File: src/include/rms_pkg.sv
package rms_pkg;

  // ****************************************
  // register map
  // ****************************************
  localparam logic [7:0] OFS_MODE = 8'h00;
  localparam logic [7:0] OFS_MISC = 8'h04;
  localparam logic [7:0] OFS_SEC = 8'h08;
  localparam logic [7:0] OFS_KEY = 8'h0c;

  // ****************************************
  // field positions
  // ****************************************
  localparam int MISC_VISIBLE_BIT = 0;
  localparam int MISC_OSC_BIT = 1;
  localparam int MISC_MAPPED_BIT = 2;
  localparam int SEC_SECURED_BIT = 0;
  localparam int SEC_DBG_ACTIVE_BIT = 1;
  localparam int SEC_VERIFY_DONE_BIT = 2;
  localparam int SEC_VERIFY_PASS_BIT = 3;
  localparam int SEC_FLASH_EN_BIT = 4;
  localparam int SEC_EEPROM_EN_BIT = 5;
  localparam int SEC_UNSECURE_BIT = 0;

  // ****************************************
  // reset values
  // ****************************************
  localparam logic [2:0] MODE_RESET = 3'h0;
  localparam logic FLASH_VISIBLE_RESET = 1'b0;
  localparam logic SECURED_RESET = 1'b1;

  // ****************************************
  // mode patterns
  // ****************************************
  localparam logic [2:0] MODE_SPECIAL_SINGLE = 3'h0;
  localparam logic [2:0] MODE_EMUL_NARROW = 3'h1;
  localparam logic [2:0] MODE_SPECIAL_TEST = 3'h2;
  localparam logic [2:0] MODE_EMUL_WIDE = 3'h3;
  localparam logic [2:0] MODE_NORMAL_SINGLE = 3'h4;
  localparam logic [2:0] MODE_NORMAL_NARROW = 3'h5;
  localparam logic [2:0] MODE_SPECIAL_PERIPH = 3'h6;
  localparam logic [2:0] MODE_NORMAL_WIDE = 3'h7;

  // ****************************************
  // erase-verify timing
  // ****************************************
  localparam logic [7:0] VERIFY_STEPS = 8'h10;

  typedef enum logic [1:0]
  {
    VER_IDLE = 2'b00,
    VER_RUN = 2'b01,
    VER_PASS = 2'b11,
    VER_FAIL = 2'b10
  } rms_ver_state_t;

  typedef struct packed
  {
    logic [2:0] mode;
    logic flashMap;
    logic oscSel;
  } rms_strap_t;

endpackage

File: src/rtl/rms_erase_verify.sv
module rms_erase_verify (
  input wire logic clk, // system clock
  input wire logic rstN, // synchronised reset, active low
  input wire logic start, // one-cycle start pulse
  input wire logic flashErased, // flash reads fully erased
  input wire logic eepromErased, // eeprom reads fully erased
  output logic done, // walk finished, level
  output logic pass // both memories found erased
);

  rms_pkg::rms_ver_state_t stateReg;
  logic [7:0] stepReg;

  // ****************************************
  // walk over the memories
  // ****************************************
  // step counter and state, any non-erased step fails the walk
  always_ff @(posedge clk or negedge rstN)
  begin
    if (!rstN)
    begin
      stateReg <= rms_pkg::VER_IDLE;
      stepReg <= 8'h00;
    end
    else
    begin
      case (stateReg)
        rms_pkg::VER_IDLE:
        begin
          if (start)
          begin
            stateReg <= rms_pkg::VER_RUN;
            stepReg <= 8'h00;
          end
        end
        rms_pkg::VER_RUN:
        begin
          if (!(flashErased && eepromErased))
            stateReg <= rms_pkg::VER_FAIL;
          else if (stepReg == rms_pkg::VERIFY_STEPS - 8'h01)
            stateReg <= rms_pkg::VER_PASS;
          else
            stepReg <= stepReg + 8'h01;
        end
        rms_pkg::VER_PASS: stateReg <= rms_pkg::VER_PASS;
        rms_pkg::VER_FAIL: stateReg <= rms_pkg::VER_FAIL;
        default: stateReg <= rms_pkg::VER_IDLE;
      endcase
    end
  end

  // status outputs
  assign done = (stateReg == rms_pkg::VER_PASS) || (stateReg == rms_pkg::VER_FAIL);
  assign pass = (stateReg == rms_pkg::VER_PASS);

endmodule

File: src/rtl/rms_config_top.sv
// Overview of operation
// - at reset release the three mode pins load the current-mode bits
// - at reset release the flash-map strap loads the flash-visible bit
// - flash appears in the memory map only while flash-visible is 1
// - mode bits are readable; only limited mode changes accepted while running
// - pattern 000: special single-chip, debug active, flash visible forced 1
// - other modes: debug allowed but idle until host sends activate command
// - pattern 001: emulation narrow, flash visible is inverse of strap
// - pattern 010: special test wide, flash visible always 0
// - pattern 011: emulation wide, strap 1 gives flash visible 0
// - pattern 100: normal single-chip, flash visible always 1
// - pattern 101: normal narrow, strap 1 gives flash visible 1
// - pattern 111: normal wide, flash visible follows the strap
// - oscillator strap high picks Colpitts, low picks Pierce or external
// - secured state comes from nonvolatile bits, kept over every reset
// - secured single-chip runs normally but refuses all debug operations
// - secured boot into expanded mode disables flash, eeprom and debug
// - special single-chip reset runs erase verify before unsecure allowed
// - reset before reprogramming the security bits leaves device secured
// - backdoor key comparison also unsecures the device
module rms_config_top (
  input wire logic core_clk, // system clock, 40 MHz
  input wire logic arst_n, // asynchronous reset, active low
  input wire logic modeSelectC, // debug_pin strap level
  input wire logic modeSelectB, // port_e_bit6_pin strap level
  input wire logic modeSelectA, // port_e_bit5_pin strap level
  input wire logic flashMapStrap, // port_k_bit7_pin strap level
  input wire logic oscillatorSelectStrap, // port_e_bit7_pin strap level
  input wire logic securityNv, // nonvolatile security state, 1 secured
  input wire logic [31:0] backdoorKeyRef, // stored backdoor key
  input wire logic flashErased, // flash reads fully erased
  input wire logic eepromErased, // eeprom reads fully erased
  input wire logic debugActivateCmd, // serial activate command pulse
  input wire logic debugAccessReq, // host debug access attempt
  output logic debugAccessGrant, // debug access accepted
  output logic debugActive, // background debug active
  output logic flashMapped, // flash present in memory map
  output logic flashEnable, // internal flash usable
  output logic eepromEnable, // internal eeprom usable
  output logic colpittsSelect, // Colpitts oscillator chosen
  output logic pierceSelect, // Pierce or external clock chosen
  output logic [2:0] currentMode, // active operating mode
  output logic secured, // device secured
  input wire logic psel, // APB select
  input wire logic penable, // APB enable
  input wire logic pwrite, // APB direction
  input wire logic [7:0] paddr, // APB byte address
  input wire logic [31:0] pwdata, // APB write data
  output logic [31:0] prdata, // APB read data
  output logic pready, // APB ready
  output logic pslverr // APB error
);

  logic rstMeta;
  logic rstN;
  logic capturedReg;
  logic captureNow;
  rms_pkg::rms_strap_t strap;
  logic [2:0] modeReg;
  logic flashVisibleReg;
  logic oscReg;
  logic expandedBootReg;
  logic securedReg;
  logic debugActiveReg;
  logic verifyStart;
  logic verifyDone;
  logic verifyPass;
  logic setupPhase;
  logic accessWr;
  logic addrHit;
  logic modeWrite;
  logic modeWriteOk;
  logic unsecureWrite;
  logic keyMatch;
  logic strapVisible;

  // ****************************************
  // reset release
  // ****************************************
  // two-flop release of the asynchronous reset
  always_ff @(posedge core_clk or negedge arst_n)
  begin
    if (!arst_n)
    begin
      rstMeta <= 1'b0;
      rstN <= 1'b0;
    end
    else
    begin
      rstMeta <= 1'b1;
      rstN <= rstMeta;
    end
  end

  // ****************************************
  // strap capture
  // ****************************************
  assign strap = '{mode: {modeSelectC, modeSelectB, modeSelectA},
                   flashMap: flashMapStrap, oscSel: oscillatorSelectStrap};
  assign captureNow = rstN && !capturedReg; // low while reset is held

  // one capture on the first edge after reset release
  always_ff @(posedge core_clk or negedge rstN)
  begin
    if (!rstN)
      capturedReg <= 1'b0;
    else
      capturedReg <= 1'b1;
  end

  // flash-visible decode per mode pattern
  always_comb
  begin
    case (strap.mode)
      rms_pkg::MODE_SPECIAL_SINGLE: strapVisible = 1'b1;
      rms_pkg::MODE_EMUL_NARROW: strapVisible = !strap.flashMap;
      rms_pkg::MODE_SPECIAL_TEST: strapVisible = 1'b0;
      rms_pkg::MODE_EMUL_WIDE: strapVisible = !strap.flashMap;
      rms_pkg::MODE_NORMAL_SINGLE: strapVisible = 1'b1;
      rms_pkg::MODE_NORMAL_NARROW: strapVisible = strap.flashMap;
      rms_pkg::MODE_SPECIAL_PERIPH: strapVisible = 1'b1;
      rms_pkg::MODE_NORMAL_WIDE: strapVisible = strap.flashMap;
      default: strapVisible = 1'b1;
    endcase
  end

  always_ff @(posedge core_clk or negedge rstN)
  begin
    if (!rstN)
      modeReg <= rms_pkg::MODE_RESET;
    else if (captureNow)
      modeReg <= strap.mode;
    else if (modeWriteOk)
      modeReg <= pwdata[2:0];
  end

  always_ff @(posedge core_clk or negedge rstN)
  begin
    if (!rstN)
      flashVisibleReg <= rms_pkg::FLASH_VISIBLE_RESET;
    else if (captureNow)
      flashVisibleReg <= strapVisible;
  end

  always_ff @(posedge core_clk or negedge rstN)
  begin
    if (!rstN)
      oscReg <= 1'b0;
    else if (captureNow)
      oscReg <= strap.oscSel;
  end

  // boot mode kind, used by security gating
  always_ff @(posedge core_clk or negedge rstN)
  begin
    if (!rstN)
      expandedBootReg <= 1'b0;
    else if (captureNow)
      expandedBootReg <= (strap.mode != rms_pkg::MODE_SPECIAL_SINGLE)
                      && (strap.mode != rms_pkg::MODE_NORMAL_SINGLE);
  end

  // ****************************************
  // security
  // ****************************************
  // secured state reloaded from nonvolatile bits
  // a reset comes out secured again only while securityNv is 1
  always_ff @(posedge core_clk or negedge rstN)
  begin
    if (!rstN)
      securedReg <= rms_pkg::SECURED_RESET;
    else if (captureNow)
      securedReg <= securityNv;
    else if (unsecureWrite || keyMatch)
      securedReg <= 1'b0;
  end

  // active at once in special single-chip
  // other modes wait for serial command
  always_ff @(posedge core_clk or negedge rstN)
  begin
    if (!rstN)
      debugActiveReg <= 1'b0;
    else if (captureNow)
      debugActiveReg <= (strap.mode == rms_pkg::MODE_SPECIAL_SINGLE);
    else if (debugActivateCmd)
      debugActiveReg <= 1'b1;
  end

  // erase verify after special single-chip boot
  assign verifyStart = captureNow && (strap.mode == rms_pkg::MODE_SPECIAL_SINGLE);

  rms_erase_verify u_verify (
    .clk(core_clk),
    .rstN(rstN),
    .start(verifyStart),
    .flashErased(flashErased),
    .eepromErased(eepromErased),
    .done(verifyDone),
    .pass(verifyPass)
  );

  assign flashEnable = !(securedReg && expandedBootReg);
  assign eepromEnable = !(securedReg && expandedBootReg);
  assign flashMapped = flashVisibleReg && flashEnable;
  assign debugAccessGrant = debugAccessReq && debugActiveReg && !securedReg;
  assign debugActive = debugActiveReg;
  assign colpittsSelect = oscReg;
  assign pierceSelect = !oscReg;
  assign currentMode = modeReg;
  assign secured = securedReg;

  // ****************************************
  // APB slave
  // ****************************************
  assign setupPhase = psel && !penable;
  assign accessWr = psel && penable && pwrite;
  assign addrHit = (paddr == rms_pkg::OFS_MODE) || (paddr == rms_pkg::OFS_MISC)
                || (paddr == rms_pkg::OFS_SEC) || (paddr == rms_pkg::OFS_KEY);
  assign pready = 1'b1;
  assign pslverr = psel && penable && !addrHit;

  // only modes 000 to 011 may switch, never into peripheral mode
  assign modeWrite = accessWr && (paddr == rms_pkg::OFS_MODE);
  assign modeWriteOk = modeWrite && !modeReg[2]
                    && (pwdata[2:0] != rms_pkg::MODE_SPECIAL_PERIPH);
  // unsecure accepted only after a passing verify
  assign unsecureWrite = accessWr && (paddr == rms_pkg::OFS_SEC)
                      && pwdata[rms_pkg::SEC_UNSECURE_BIT] && verifyPass;
  assign keyMatch = accessWr && (paddr == rms_pkg::OFS_KEY) && (pwdata == backdoorKeyRef);

  // read data registered in the setup cycle
  always_ff @(posedge core_clk or negedge rstN)
  begin
    if (!rstN)
      prdata <= 32'h00000000;
    else if (setupPhase && !pwrite)
    begin
      prdata <= 32'h00000000;
      case (paddr)
        rms_pkg::OFS_MODE: prdata[2:0] <= modeReg;
        rms_pkg::OFS_MISC:
        begin
          prdata[rms_pkg::MISC_VISIBLE_BIT] <= flashVisibleReg;
          prdata[rms_pkg::MISC_OSC_BIT] <= oscReg;
          prdata[rms_pkg::MISC_MAPPED_BIT] <= flashMapped;
        end
        rms_pkg::OFS_SEC:
        begin
          prdata[rms_pkg::SEC_SECURED_BIT] <= securedReg;
          prdata[rms_pkg::SEC_DBG_ACTIVE_BIT] <= debugActiveReg;
          prdata[rms_pkg::SEC_VERIFY_DONE_BIT] <= verifyDone;
          prdata[rms_pkg::SEC_VERIFY_PASS_BIT] <= verifyPass;
          prdata[rms_pkg::SEC_FLASH_EN_BIT] <= flashEnable;
          prdata[rms_pkg::SEC_EEPROM_EN_BIT] <= eepromEnable;
        end
        default: prdata <= 32'h00000000;
      endcase
    end
  end
endmodule

File: config.mk
export PLATFORM = sky130hd
export DESIGN_NAME = rms_config_top
export DESIGN_NICKNAME = d
export VERILOG_FILES = /design/src/include/rms_pkg.sv /design/src/rtl/rms_erase_verify.sv /design/src/rtl/rms_config_top.sv
export SDC_FILE = /design/constraint.sdc
export NUM_CORES = 1
export LEC_CHECK = 0
export BUFFER_PORTS_ARGS = -buffer_cell sky130_fd_sc_hd__buf_2
export CORE_MARGIN = 1
export CORE_UTILIZATION = 42
export CTS_CLUSTER_DIAMETER = 60
export DETAILED_ROUTE_END_ITERATION = 6
export PLACE_DENSITY = 0.82
export SYNTH_ARGS = -nofsm -noshare
export SYNTH_HDL_FRONTEND = slang
export SYNTH_SLANG_ARGS = --single-unit
File: constraint.sdc
create_clock -name core_clk -period 1.7 [get_ports core_clk]
set_input_delay 0.425 -clock core_clk [delete_from_list [all_inputs] [get_ports core_clk]]
set_output_delay 0.425 -clock core_clk [all_outputs]
set_load 0.05 [all_outputs]
==> impl_metrics.ini <==
[drt]
routed_wl_um = 5710
drtIter0Drc = 231
wl_per_cell_um = 14.2
dr_total_vias = 2011
routed_via_density = 5.01
drt-pass1-iter-count = 7
drt.antenna.violating_nets = 0
post-route-drc-count = 3

[logic_synthesis]
ys_top_cells_by_area = dfrtp_1, buf_4, xor2_1
synth_edf_count = 0
synth_xor_area_share_pct = 15.9
avgSynthCellArea_um2 = 8.95
yosysMostFrequentCell = buf_4
synth_mux_area_share_pct = 3.59
synth_seq_cells = 26
yosysTopAreaCellShare_pct = 31.5
synth_ff_type = dfrtp_1
synth_compound_area_share_pct = 12.0
synth_area_mm2 = 0.00199
synthSimpleGateAreaFrac_pct = 21.2
ys_seq_area_share_pct = 32.8
synthAdderAreaFrac_pct = 0.630
netlist_instances = 222
synth_top_family_by_area = simple AND/OR/NAND/NOR gates
yosysUniqueCellTypes = 48
synth_async_sr_flop_share_pct = 100
synth_commonest_cells = buf_4, dfrtp_1, xor2_1
yosysWarnings = 0
synth_area_leader_cell = dfrtp_1

[clock_network]
htreeDepth = 1
cts_inserted_buffers = 3
tritoncts = done
clk_latency_ns = 0.28
clockBufferDepth = 2
clk_pin_slew_worst_paths_ns = 0.10
cts_root_buf = clkbuf_8
numClockSinks = 26

[finish]
synthToLayoutAreaGrowth_pct = 39.4
n_antenna_cell = 0
fin_util_pct = 62.3
nets = 438
final_cell_count_no_fill = 401
final-seq-area_um2 = 654
multi_input_area_mm2 = 0.00119
fill_cells = 374
drive_gt1_share_pct = 43.0

[floorplan]
start_util_pct = 44.7
ioPinCount = 132
die-width_um = 70.8
dieArea_mm2 = 0.00501
coreArea_mm2 = 0.00444
row_count = 24
dieHeight_um = 70.8

[setup_path]
critPathBufInv = 2
crit_start = paddr[4]
cp-endpoint = pslverr
worst_path_max_delay_cell = nor4_4
worstReg2RegEnd = u_verify.stepReg[0]
critPathMaxFanout = 2
worstRegToRegCells = 5
cp_data_arrival_time_ns = 1.31
end_kind = primary output
path_depth = 5
cp-start-kind = primary input
ff2ff_setup_slack_ns = 0.04
reg2reg_from = u_verify.stepReg[7]
worstPathCellList = buf_6 > nor4_4 > nand2_1 > and3_4 > buf_8
max_stage_delay_ns = 0.32
crit_family = simple AND/OR/NAND/NOR gates
cp.required_ns = 1.27
crit_type = in -> out

[power_and_ir_drop]
cellPowerDensity_mw_per_mm2 = 762
vdd_drop_max_mv = 0.348
p_leak_nw = 1.40

[place]
gp_congestion = 0.853
hpwl_um = 4500
port_buffers = 104
dp.cells = 387

[sta]
setup_viol = 1
hold_ws_ns = 0.244
fmax_ghz = 0.575
setup-tns-final_ns = -0.0390
slew_viol_final = 0
rsz0062_at_grt = yes
hold_viol_final = 0
worst_slack_ns = -0.0390
fin_worst_skew_ns = 0.0132
min_period_over_period_pct = 102
finalCriticalPeriod_ns = 1.74

[global_routing]
grt_pass1_vias = 1857
grt_pass1_wl_um = 8560
grt_max_degree = 25
grt_overflow = 0
antenna_found_initial = 0
grt.total_usage_pct = 21.5

[job]
cap_violations = 0

[run_status]
violations = DRC, setup timing
status = complete, but fails checks

[min_path]
hold_class = reg -> async
[timing repair]
action                                  4_1_cts  5_1_grt
setup buffers                                 3        6
hold buffers                                  1        0
endpoints found under the setup margin        3       10
hold endpoints to repair                      2        0
pin swaps                                     2        9
gates resized for setup                       4       14
[metal layers]
| metal | track usage, % | routed length [µm] | vias up |
|---|---|---|---|
| li1 | - | - | 971 |
| met1 | 28.0 | 2320 | 900 |
| met2 | 35.8 | 2830 | 121 |
| met3 | 4.27 | 440 | 19 |
| met4 | 7.33 | 118 | 0 |
| met5 | 0 | 0 | - |
[power breakdown]
group | total [mW] | switching (mW) | internal (mW)
combinational | 0.800 | 0.506 | 0.294
sequential | 0.791 | 0.106 | 0.685
clock | 0.519 | 0.204 | 0.315
[kinds of logic (layout without fill, tap and decap cells)]
| group | count (synthesis) | after routing |
|---|---|---|
| compound gates | 34 | 34 |
| xor+xnor | 36 | 36 |
| fa+ha+maj | 1 | 1 |
| buf+inv | 41 | 141 |
| flops | 26 | 26 |
| mux | 7 | 7 |
| other cells | 2 | 29 |
| simple gates | 75 | 75 |
[placed cells by master, fill, tap and decap left out, types with 2 or more instances in the layout]
cell type	Yosys	final
conb_1	2	29
dfrtp_2	0	2
dfrtp_1	25	23
nand3_1	6	6
a21o_1	3	3
a21oi_1	7	7
o21ai_0	2	2
nand2_1	16	15
a31oi_1	2	2
inv_1	5	5
or3_1	3	2
nor2_2	1	2
buf_4	30	27
nand4_1	8	8
buf_8	0	2
nor2_1	17	16
and3_1	5	4
nor2b_1	2	2
o31ai_1	3	3
mux2i_1	6	6
buf_6	0	3
nor3_1	2	2
buf_2	2	98
o21ai_1	8	8
clkbuf_8	0	3
xnor2_1	12	12
nor4_1	5	5
xor2_1	24	24
[worst min path at each step]
stage / startpoint / endpoint / slack, ns / depth (start not counted)
detailed placement: arst_n / rstMeta / 0.21 / 1
floorplan: arst_n / rstMeta / 0.13 / 0
finish: rstN / prdata[0] / 0.24 / 1
global placement: arst_n / rstMeta / 0.21 / 1
CTS: rstN / flashVisibleReg / 0.26 / 1
global route: rstN / prdata[0] / 0.29 / 1
[area by class of cell]
cell class | instances | area share (%)
Sequential cell | 26 | 23.6
Multi-Input combinational cell | 182 | 43.0
Clock buffer | 3 | 1.49
Timing Repair Buffer | 131 | 27.7
Clock inverter | 1 | 1.08
Tap cell | 52 | 2.35
Inverter | 6 | 0.813
[sequential cells by signal, summed over array words and instances, names as in the netlist]
signal / count
u_verify.stateReg: 2
currentMode: 3
flashVisibleReg: 1
rstMeta: 1
expandedBootReg: 1
prdata: 5
debugActive: 1
capturedReg: 1
u_verify.stepReg: 8
secured: 1
rstN: 1
colpittsSelect: 1
[through the flow]
stage / power, mW / setup slack, ns / area [µm²]
floorplan: 1.32 / -0.104 / 2090
global placement: 1.49 / -0.101 / 2560
detailed placement: 1.52 / -0.138 / 2560
CTS: 2.04 / -0.00265 / 2680
global route: 2.19 / -0.0677 / 2770
finish: 2.11 / -0.0390 / 2770
No activity file was read; power rests on OpenSTA's default activity.
